<file path="config.mk">
export PLATFORM = sky130hd
export DESIGN_NAME = cadp_decode
export DESIGN_NICKNAME = d
export VERILOG_FILES = /design/src/rtl/cadp_pkg.sv /design/src/rtl/cadp_lane_if.sv /design/src/rtl/cadp_decode.sv /design/src/rtl/cadp_lane_gen.sv
export SDC_FILE = /design/constraint.sdc
export NUM_CORES = 1
export LEC_CHECK = 0
export ABC_AREA = 0
export BUFFER_PORTS_ARGS = -buffer_cell sky130_fd_sc_hd__buf_4
export CORE_ASPECT_RATIO = 0.75
export CORE_MARGIN = 2
export CORE_UTILIZATION = 48
export DETAILED_ROUTE_END_ITERATION = 16
export PLACE_DENSITY_LB_ADDON = 0.12
export SETUP_SLACK_MARGIN = 0.4
export SYNTH_ARGS = -nofsm -noshare
export SYNTH_HDL_FRONTEND = slang
export SYNTH_SLANG_ARGS = --single-unit
export TNS_END_PERCENT = 30
</file>
<file path="constraint.sdc">
create_clock -name REF_CLK -period 2.57 [get_ports REF_CLK]
set_clock_uncertainty 0.2 [all_clocks]
set_input_delay 0.514 -clock REF_CLK [delete_from_list [all_inputs] [get_ports REF_CLK]]
set_output_delay 0.514 -clock REF_CLK [all_outputs]
set_load 0.02 [all_outputs]
</file>
<file path="src/rtl/cadp_pkg.sv">
package cadp_pkg;
  localparam logic [23:0] CADP_PERIPH_BASE = 24'hE00B00;
  localparam logic [23:0] CADP_ARRAY_LO    = 24'hE00C00;
  localparam logic [23:0] CADP_ARRAY_HI    = 24'hE00FFF;
  localparam logic [23:0] CADP_FLAG_ADDR   = 24'hEFFC01;
  localparam logic [23:0] CADP_FAULT_ADDR  = 24'hEFFD01;
  localparam logic [23:0] CADP_MAP_LO      = 24'hEFF800;
  localparam logic [23:0] CADP_MAP_HI      = 24'hEFFBFF;
  localparam logic [23:0] CADP_ROM_END_2K  = 24'h003FFF;
  localparam logic [23:0] CADP_ROM_END_4K  = 24'h007FFF;
  localparam logic [23:0] CADP_ROM_END_8K  = 24'h00FFFF;
  localparam logic [23:0] CADP_USER_TOP    = 24'h1FFFFF;
  localparam logic [7:0]  CADP_FLAG_ON     = 8'h80;
  localparam logic [3:0]  CADP_NO_PAIR     = 4'hF;
  localparam logic [7:0]  CADP_FAULT_IDLE  = 8'h80;
  localparam int          CADP_LUT_DEPTH   = 32;
  localparam int          CADP_BIT_NRS     = 14;
  localparam int          CADP_BIT_NVS     = 13;
  localparam int          CADP_BIT_SWP     = 12;
  typedef enum logic [1:0] {
    CADP_ROM_2K = 2'h0,
    CADP_ROM_4K = 2'h1,
    CADP_ROM_8K = 2'h2
  } cadp_rom_size_t;
endpackage : cadp_pkg

</file>
<file path="src/rtl/cadp_lane_if.sv">
interface cadp_lane_if;
  logic       sel;
  logic       a0;
  logic       bhen;
  logic [3:0] lanes;
  modport ctl (output sel, output a0, output bhen, input lanes);
  modport gen (input sel, input a0, input bhen, output lanes);
endinterface : cadp_lane_if

</file>
<file path="src/rtl/cadp_decode.sv">
module cadp_decode
  import cadp_pkg::*;
#(
  parameter logic [23:0] PERIPH_BASE = CADP_PERIPH_BASE,
  parameter logic [23:0] FLAG_ADDR   = CADP_FLAG_ADDR,
  parameter logic [23:0] FAULT_ADDR  = CADP_FAULT_ADDR,
  parameter logic [23:0] MAP_LO      = CADP_MAP_LO,
  parameter logic [23:0] MAP_HI      = CADP_MAP_HI,
  parameter cadp_rom_size_t ROM_SIZE = CADP_ROM_2K
) (
  input  wire logic        REF_CLK,        // 20 MHz clock.
  input  wire logic        RESET_N,        // Synchronous reset, active low.
  input  wire logic [23:0] ADDR,           // Processor byte address.
  input  wire logic        AS,             // Address strobe, active high.
  input  wire logic        RW,             // High for read.
  input  wire logic        BHEN,           // Byte-high enable.
  input  wire logic [2:0]  FC,             // Function code lines.
  input  wire logic        MRDC,           // Memory read command.
  input  wire logic        MWTC,           // Memory write command.
  input  wire logic        BUS_HELD_LOCAL, // Local busy term.
  input  wire logic [7:0]  DATA_IN,        // Low data byte from the processor.
  input  wire logic [15:0] MAP_ENTRY,      // Current translation entry.
  output logic [15:0]      PERIPH_SEL,     // One-hot peripheral select.
  output logic             ARRAY_SEL,      // Translation array select.
  output logic             ROM_SEL,        // On-board ROM select.
  output logic [3:0]       ROM_PAIR_SEL_N, // Per-pair ROM selects, active low.
  output logic             XFER_ACK,       // Transfer acknowledge.
  output logic             LOW_WORD_HALF_STROBE,
  output logic             UPPER_WORD_HALF_STROBE,
  output logic             LOW_LANE_ENABLE,
  output logic             HIGH_LANE_ENABLE,
  output logic             SWAP_LANE_ENABLE,
  output logic             ONBOARD_IO_ACK,
  output logic             FAULT_REG_READ_PICK,
  output logic             XLATE_FLAG_WRITE_STROBE,
  output logic             SUPERVISOR_XLATE_ENABLE,
  output logic             VALID_ADDRESS_STROBE,
  output logic             OUTSIDE_USER_FAULT,
  output logic             WRITE_PROTECT_FAULT,
  output logic             SEGMENT_INVALID_FAULT,
  output logic             SEGMENT_ABSENT_FAULT,
  output logic             FAULT_IRQ_CLEAR  // Pulse: clears level-seven request.
);

  // ==========================================================
  // Parameter checks
  // ==========================================================
  // The on-board I/O block is found from address bits 23..11 of the array base,
  // so a base off a 2K boundary would silently widen or shift that block.
  if (MAP_LO[10:0] != 11'h000 || MAP_HI < MAP_LO) begin : g_bad_map
    $error("Translation array base must sit on a 2K boundary below its top.");
  end

  // ==========================================================
  // Input synchronisers
  // ==========================================================
  // Pins come from the processor bus, so every one is double registered.
  localparam int IW = 24 + 1 + 1 + 1 + 3 + 1 + 1 + 1 + 8 + 16;
  logic [IW-1:0] meta_r;
  logic [IW-1:0] sync_r;
  always_ff @(posedge REF_CLK) begin
    if (!RESET_N) begin
      meta_r <= '0;
      sync_r <= '0;
    end else begin
      meta_r <= {ADDR, AS, RW, BHEN, FC, MRDC, MWTC, BUS_HELD_LOCAL, DATA_IN, MAP_ENTRY};
      sync_r <= meta_r;
    end
  end

  logic [23:0] a;
  logic        as_s, rw_s, bhen_s, mrdc_s, mwtc_s, busy_s;
  logic [2:0]  fc_s;
  logic [7:0]  din_s;
  logic [15:0] entry_s;
  assign {a, as_s, rw_s, bhen_s, fc_s, mrdc_s, mwtc_s, busy_s, din_s, entry_s} = sync_r;

  // ==========================================================
  // Region decode
  // ==========================================================
  function automatic logic in_span(input logic [23:0] x, input logic [23:0] lo,
                                   input logic [23:0] hi);
    in_span = (x >= lo) && (x <= hi);
  endfunction : in_span

  function automatic logic [23:0] rom_end(input cadp_rom_size_t sz);
    case (sz)
      CADP_ROM_4K: rom_end = CADP_ROM_END_4K;
      CADP_ROM_8K: rom_end = CADP_ROM_END_8K;
      default:     rom_end = CADP_ROM_END_2K;
    endcase
  endfunction : rom_end

  // Off-board memory and I/O spaces fall through every decode below.
  logic periph_hit, array_hit, rom_hit, map_hit, flag_hit, fault_hit, io_hit;
  assign periph_hit = (a[23:8] == PERIPH_BASE[23:8]);
  assign array_hit  = in_span(a, CADP_ARRAY_LO, CADP_ARRAY_HI);
  assign rom_hit    = (a[23:16] == 8'h00) && (a <= rom_end(ROM_SIZE));
  assign map_hit    = in_span(a, MAP_LO, MAP_HI);
  assign flag_hit   = (a == FLAG_ADDR);
  assign fault_hit  = (a == FAULT_ADDR);
  // On-board I/O space is the block holding flag, fault register and map.
  assign io_hit     = (a[23:11] == MAP_LO[23:11]) || flag_hit || fault_hit;

  // ==========================================================
  // ROM pair lookup
  // ==========================================================
  // Entry index is address bits 15..11, so each entry covers 2K bytes.
  function automatic logic [3:0] rom_lut(input cadp_rom_size_t sz, input logic [4:0] i);
    logic [3:0] v;
    v = CADP_NO_PAIR;
    case (sz)
      CADP_ROM_4K: begin
        case (i)
          5'h00, 5'h01: v = 4'hE;
          5'h02, 5'h03: v = 4'hD;
          5'h04:        v = 4'hB;
          5'h05, 5'h06: v = 4'h7;
          default:      v = CADP_NO_PAIR;
        endcase
      end
      CADP_ROM_8K: begin
        if (i < 5'h04) v = 4'hE;
        else if (i < 5'h07) v = 4'hD;
        else if (i == 5'h07 || i > 5'h0B) v = (i < 5'h10) ? 4'h7 : CADP_NO_PAIR;
        else v = 4'hB;
      end
      default: begin
        case (i)
          5'h00: v = 4'hE;
          5'h01: v = 4'hD;
          5'h02: v = 4'hB;
          default: v = CADP_NO_PAIR;
        endcase
      end
    endcase
    rom_lut = v;
  endfunction : rom_lut

  // ==========================================================
  // Byte lanes
  // ==========================================================
  cadp_lane_if lane ();
  assign lane.sel  = rom_hit || io_hit || periph_hit || array_hit;
  assign lane.a0   = a[0];
  assign lane.bhen = bhen_s;
  cadp_lane_gen u_lane (.lane(lane));

  // ==========================================================
  // Translation flag and protection
  // ==========================================================
  logic user_state, intack, mapped, io_cmd, flag_wr, fault_rd, user_space;
  assign user_state = !fc_s[2];
  assign intack     = (fc_s == 3'h7);
  assign user_space = (a <= CADP_USER_TOP);
  assign io_cmd     = io_hit && busy_s && (mrdc_s || mwtc_s);
  assign fault_rd   = io_hit && mrdc_s && a[10] && !a[9] && a[8] && !a[0];
  assign flag_wr    = io_hit && mwtc_s && busy_s && a[10] && !a[9] && !a[8] && !a[0];

  logic flag_r;
  logic flag_nxt;
  always_comb begin
    flag_nxt = flag_r;
    if (flag_wr) flag_nxt = (din_s == CADP_FLAG_ON);
    if (intack) flag_nxt = 1'b0;
  end
  always_ff @(posedge REF_CLK) begin
    if (!RESET_N) flag_r <= 1'b0;
    else flag_r <= flag_nxt;
  end

  // User cycles in user space are translated; supervisor ones only when the flag is set.
  assign mapped = as_s && user_space && (user_state || flag_r);

  logic fault_rd_d_r;
  always_ff @(posedge REF_CLK) begin
    if (!RESET_N) fault_rd_d_r <= 1'b0;
    else fault_rd_d_r <= fault_rd;
  end

  // ==========================================================
  // Registered outputs
  // ==========================================================
  always_ff @(posedge REF_CLK) begin
    if (!RESET_N) begin
      PERIPH_SEL     <= '0;
      ARRAY_SEL      <= 1'b0;
      ROM_SEL        <= 1'b0;
      ROM_PAIR_SEL_N <= CADP_NO_PAIR;
      XFER_ACK       <= 1'b0;
    end else begin
      PERIPH_SEL     <= periph_hit ? (16'h0001 << a[7:4]) : 16'h0000;
      ARRAY_SEL      <= array_hit || map_hit;
      ROM_SEL        <= rom_hit;
      ROM_PAIR_SEL_N <= rom_hit ? rom_lut(ROM_SIZE, a[15:11]) : CADP_NO_PAIR;
      XFER_ACK       <= as_s && (periph_hit || array_hit || rom_hit);
    end
  end

  always_ff @(posedge REF_CLK) begin
    if (!RESET_N) begin
      LOW_WORD_HALF_STROBE    <= 1'b0;
      UPPER_WORD_HALF_STROBE  <= 1'b0;
      LOW_LANE_ENABLE         <= 1'b0;
      HIGH_LANE_ENABLE        <= 1'b0;
      SWAP_LANE_ENABLE        <= 1'b0;
      ONBOARD_IO_ACK          <= 1'b0;
      FAULT_REG_READ_PICK     <= 1'b0;
      XLATE_FLAG_WRITE_STROBE <= 1'b0;
      SUPERVISOR_XLATE_ENABLE <= 1'b0;
      FAULT_IRQ_CLEAR         <= 1'b0;
    end else begin
      LOW_WORD_HALF_STROBE    <= lane.lanes[0];
      UPPER_WORD_HALF_STROBE  <= lane.lanes[1];
      LOW_LANE_ENABLE         <= lane.lanes[2];
      HIGH_LANE_ENABLE        <= lane.lanes[3];
      SWAP_LANE_ENABLE        <= lane.sel && !bhen_s && a[0];
      ONBOARD_IO_ACK          <= io_cmd;
      FAULT_REG_READ_PICK     <= fault_rd;
      XLATE_FLAG_WRITE_STROBE <= flag_wr;
      SUPERVISOR_XLATE_ENABLE <= flag_nxt;
      // One pulse per read; the latched fault contents are kept elsewhere.
      FAULT_IRQ_CLEAR         <= fault_rd && !fault_rd_d_r;
    end
  end

  always_ff @(posedge REF_CLK) begin
    if (!RESET_N) begin
      VALID_ADDRESS_STROBE  <= 1'b0;
      OUTSIDE_USER_FAULT    <= 1'b0;
      WRITE_PROTECT_FAULT   <= 1'b0;
      SEGMENT_INVALID_FAULT <= 1'b0;
      SEGMENT_ABSENT_FAULT  <= 1'b0;
    end else begin
      VALID_ADDRESS_STROBE  <= (mapped && !entry_s[CADP_BIT_NRS] && !entry_s[CADP_BIT_NVS]
                                && (rw_s || !entry_s[CADP_BIT_SWP]))
                            || (as_s && fc_s[2] && (!flag_r || !user_space));
      OUTSIDE_USER_FAULT    <= user_state && !user_space;
      WRITE_PROTECT_FAULT   <= mapped && entry_s[CADP_BIT_SWP] && !rw_s;
      SEGMENT_INVALID_FAULT <= mapped && entry_s[CADP_BIT_NVS];
      SEGMENT_ABSENT_FAULT  <= mapped && entry_s[CADP_BIT_NRS];
    end
  end

endmodule : cadp_decode

</file>
<file path="src/rtl/cadp_lane_gen.sv">
module cadp_lane_gen
  import cadp_pkg::*;
(
  cadp_lane_if.gen lane // Byte lane request and result.
);
  // Lanes: 0 low half, 1 upper half, 2 low lane, 3 high lane.
  always_comb begin
    lane.lanes[0] = !lane.a0 || lane.bhen;
    lane.lanes[1] = lane.a0 || lane.bhen;
    lane.lanes[2] = lane.sel && (lane.bhen || !lane.a0);
    lane.lanes[3] = lane.sel && lane.bhen;
  end
endmodule : cadp_lane_gen

</file>
# ---- Word level (Yosys, flattened, before mapping)
# Index checks and enable logic that the tools add are counted.
# W data, S select, Z words.
dict set report totals {
  regBits 152
  output_inout_bits 38
  word_cells 105
}
dict set report classes {
  n_lt_le_gt_ge 6
  eq_ne 8
  shifts 1
  muxes 1
  bitwise_logic 1
  reduce_logical 66
}
# op count
set ops {}
lappend ops {{$eq A24 B24 Y1 const B} 2}
lappend ops {{$ge A24 B24 Y1 const B} 2}
lappend ops {{$le A24 B24 Y1 const B} 2}
lappend ops {{$logic_and A1 B1 Y1} 34}
lappend ops {{$le A24 B14 Y1 const B} 1}
lappend ops {{$le A24 B21 Y1 const B} 1}
lappend ops {{$eq A16 B16 Y1 const B} 1}
lappend ops {{$shl A1 B4 Y16 const A} 1}
lappend ops {{$logic_or A1 B1 Y1} 15}
lappend ops {{$eq A13 B13 Y1 const B} 1}
lappend ops {{$logic_not A1 Y1} 12}
lappend ops {{$pmux W3 S3} 1}
lappend ops {{$eq A8 B8 Y1 const B} 1}
lappend ops {{$logic_not A8 Y1} 1}
lappend ops {{$eq A5 B1 Y1 const B} 1}
lappend ops {{$eq A5 B2 Y1 const B} 1}
lappend ops {{$logic_not A5 Y1} 1}
lappend ops {{$reduce_and A2 Y1} 2}
lappend ops {{$eq A3 B3 Y1 const B} 1}
lappend ops {{$reduce_or A2 Y1} 1}
lappend ops {{$not A1 Y1} 1}

# ---- Logic depth before layout (Yosys ltp)
dict set report depth {
  ltp_word 9
  mapped_depth 4
  ltp_nobuf 4
}

# ---- Cells and area by module
# A second synthesis with hierarchy kept.
dict set report unflattened {
  hier_cells 304
  area_unflattened_um2 3494.6
}
# mod instances cells_each area_per_inst_um2
set by_module_without_submodules {}
lappend by_module_without_submodules {cadp_decode 1 300 3458.3}
lappend by_module_without_submodules {cadp_lane_gen 1 4 36.3}

# ---- Worst setup path after synthesis
# No wires, ideal clock.
dict set report synth_path {
  path_type {reg2reg}
  from {register sync_r[46]}
  to {register PERIPH_SEL[0]}
  setup_time_ns 0.073
  arrival_ns 1.771
  setup_slack_ns 0.526
  stages_incl_launch_ff 5
  n_path_buf 0
  synth_period_minus_slack_ns 2.044
  path_cell_list {dfxtp_1 -> or4_4 -> nor4_4 -> or4b_4 -> nor3_2}
}
dict set report synth_between {
  elab_chain_len 2
}
# item line
set synth_lines {}
lappend synth_lines {{start, declared} cadp_decode.sv:60} ;# logic [IW-1:0] sync_r;
lappend synth_lines {{start signal, assigned} cadp_decode.sv:67} ;# sync_r <= meta_r;
lappend synth_lines {{$eq A16 B16 Y1} cadp_decode.sv:96} ;# assign periph_hit = (a[23:8] == PERIPH_BASE[23:8]);
lappend synth_lines {{$reduce_and A2 Y1 (no line)} -}
lappend synth_lines {{end signal, assigned} cadp_decode.sv:192} ;# PERIPH_SEL <= periph_hit ? (16'h0001 << a[7:4]) : 16'h0000;
lappend synth_lines {{end, declared} cadp_decode.sv:23} ;# output logic [15:0] PERIPH_SEL,
# Every way passes these cells.
# A chain may end at the register's enable or synchronous reset.

# ---- Worst setup path in the final report
# Ends and elaborated chain as after synthesis.

==> flow_summary.yaml <==
placement:
  dpl.cell_count: 471
  dp_hpwl_um: 3940
  dp_worst_setup_slack_ns: 0.393
  portBuffers: 79
  gp_congestion: 0.735
logic_synthesis:
  synthTopCellsByCount: "119 x dfxtp_1, 87 x and2_1, 18 x nor2_1, 10 x clkbuf_1"
  yosysWarnings: 0
  postSynthCellCount: 304
  synth.avg_cell_area_um2: 11.5
  yosys.area.top_type_share_pct: 68.3
  ys_seq_elements: 119
  synth_edf_count: 0
  ys_seq_area_share_pct: 68.3
  synth_cell_types: 32
  yosysTopAreaCell: "dfxtp_1"
  syn_nets: 363
  synthArstFlopShare_pct: 0
  syn_area_mm2: 0.00349
  synth_top_flop_cell: "dfxtp_1"
  synthTopCellsByArea: "dfxtp_1 68%, and2_1 16%, nor2_1 1.9%"
  synth_most_common_cell: "dfxtp_1"
power_and_ir_drop:
  swShare_pct: 20.3
  ir_worst_vdd_v: 0.000621
  seqPwrFrac_pct: 44.0
  p_switching_mw: 0.895
  power_density_mw_per_mm2: 907
  finalPower_mw: 4.41
  internal-power_mw: 3.51
  leakage_nw: 2.07
  combPwrFrac_pct: 4.1
  clkPwrFrac_pct: 51.9
route:
  route.detailed.drc: 0
  viasPerCell: 4.46
  postRouteAntennaNets: 0
  firstDrtPassIters: 4
  vias: 2282
  routed_wl_um: 6030
  wl_per_cell_um: 11.8
  drtIter0Drc: 77
critical_path:
  r2r_slack_ns: 0.44
  rr_worst_depth: 4
  r2r_start: "sync_r[46]"
  crit_type: "reg -> reg"
  crit_start: "sync_r[46]"
  startpoint_type: "register"
  crit_arrival_ns: 2.36
  crit_required_ns: 2.80
  path_max_fanout: 6
  end_kind: "register"
  crit_path_end: "PERIPH_SEL[0]"
  rr_endpoint: "PERIPH_SEL[0]"
timing:
  report.final.hold_viol_count: 0
  fmax_ghz: 0.470
  slew_headroom_pct: 64.8
  grt_setup_unrepaired: "true"
  slew_viol_final: 0
  setup_ws_ns: 0.441
  fin_crit_ns: 2.13
  setup_viol: 0
  worstMarginPinSlew_ns: 0.524
  min_period_over_period_pct: 82.9
  setup_tns_ns: 0
cells_and_area:
  instances_no_fill: 512
  n_antenna_cell: 0
  fillCellCount: 540
  nets: 460
  multi_input_area_mm2: 0.00107
  synthToLayoutAreaGrowth_pct: 39.3
  layout-drive-gt1-share_pct: 28.7
  regArea_mm2: 0.00238
floorplanning:
  io_pins: 97
  die_w_um: 102
  start_util_pct: 50.3
  die_h_um: 77.8
  fp.coreArea_mm2: 0.00693
  rows: 26
  die_area_mm2: 0.00797
global_routing:
  grt_max_degree: 59
  grt_pass1_wl_um: 9870
  grt_antenna_before_repair: 0
  gr-total-overflow: 0
  first_global_vias: 2163
  grtUsageTotal_pct: 16.8
clocking:
  cts.sinks: 119
  cts_root_buf: "clkbuf_8"
  clk_latency_ns: 0.50
  clk_path_buf_depth: 2
  htree_levels: 4
  numCtsBuffers: 17
  post-cts-setup-buffers: 0
  cts_tree: "built"
  clk_pin_slew_ns: 0.05
job:
  drv_cap: 0
worst_hold_path:
  min_path_type: "in -> reg"
outcome:
  status: "finished clean"
==> power groups by stage <==
stage	clock network, mW	registers, mW	logic, mW
after floorplan	0	1.98	0.0853
after global placement	0	1.98	0.164
after detailed placement	0	1.98	0.168
after CTS	2.32	1.94	0.171
after global routing	2.43	1.95	0.198
final	2.29	1.94	0.179
==> per-layer routing <==
metal,part of all wire (%),global-route usage [%],vias up
li1,-,-,1189
met1,50,21.9,1015
met2,42,23.8,66
met3,5.8,6.94,12
met4,1.7,8.40,0
met5,0,0,-
==> logic make-up (layout without fill, tap and decap cells) <==
family	count (synthesis)	count (layout)	synth area share, %
and+or+nand+nor	159	159	27.7
DFF	119	119	68.3
AOI/OAI and AO/OA	13	13	2.40
buffers and inverters	12	122	1.44
other	1	1	0.108
==> worst min path at each step <==
| stage | from | endpoint | slack (ns) | depth (start not counted) |
|---|---|---|---|---|
| 3_5_place_dp | sync_r[45] | ROM_PAIR_SEL_N[2] | 0.19 | 1 |
| 2_1_floorplan | sync_r[44] | ROM_PAIR_SEL_N[1] | 0.18 | 1 |
| 5_1_grt | ADDR[13] | meta_r[46] | 0.0001 | 2 |
| 3_3_place_gp | sync_r[45] | ROM_PAIR_SEL_N[2] | 0.19 | 1 |
| 6_report | ADDR[12] | meta_r[45] | 0.02 | 2 |
| 4_1_cts | ADDR[18] | meta_r[51] | 0.0003 | 2 |
==> placed cells by master, fill, tap and decap left out, types with 2 or more instances in the layout <==
cell / netlist / routed
buf_4: 1 / 81
dlygate4sd3_1: 0 / 9
clkinvlp_4: 0 / 3
clkbuf_16: 0 / 16
nor2b_1: 2 / 2
dfxtp_1: 119 / 119
nand2b_1: 5 / 5
nand4b_1: 2 / 2
nor3b_1: 3 / 3
a21oi_1: 3 / 3
nand3b_1: 2 / 2
a21boi_0: 2 / 2
o21a_1: 2 / 2
nand4_1: 4 / 4
clkinv_4: 0 / 2
nor3_1: 7 / 7
and2_1: 87 / 87
nor4_1: 8 / 6
clkinv_2: 0 / 5
clkbuf_8: 0 / 2
o21ai_0: 4 / 4
nor2_1: 18 / 18
nor4_2: 0 / 2
nand2_1: 8 / 8
bufinv_16: 0 / 3
nand3_1: 4 / 4
==> critical path: stages (launching register included) <==
cell and delay (ns):
dfxtp_1 0.34, or4_4 0.59, nor4_4 0.26, or4b_4 0.55, nor3_2 0.12
==> per-stage QoR <==
stage / utilization (%) / cell area, um2 / hold slack (ns)
after detailed placement: 60.1 / 4170 / 0.193
after floorplan: - / 3490 / 0.179
final: 70.1 / 4860 / 0.0170
after global routing: 70.1 / 4860 / 0.000111
after CTS: 68.9 / 4770 / 0.000286
after global placement: 60.1 / 4170 / 0.194
==> final cells by class <==
type	instances	area share [%]
sequential	119	49.1
clock inverter	13	3.20
tap	98	2.53
timing repair buffer	90	14.4
clock buffer	19	8.89
multi-input combinational	173	22.0
==> state kept, by name (all words and copies together) (netlist names), 3 cells and up <==
name / count
meta_r: 41
sync_r: 41
PERIPH_SEL: 16
ROM_PAIR_SEL_N: 3
==> what timing repair did <==
action / 4_1_cts / 5_1_grt
hold buffers: 2 / 7
gates resized for setup: 0 / 2
hold endpoints to repair: 2 / 7
pin swaps: 1 / 0
setup endpoints to repair: 4 / 7
Note: power is estimated with default switching activity, not from simulation.
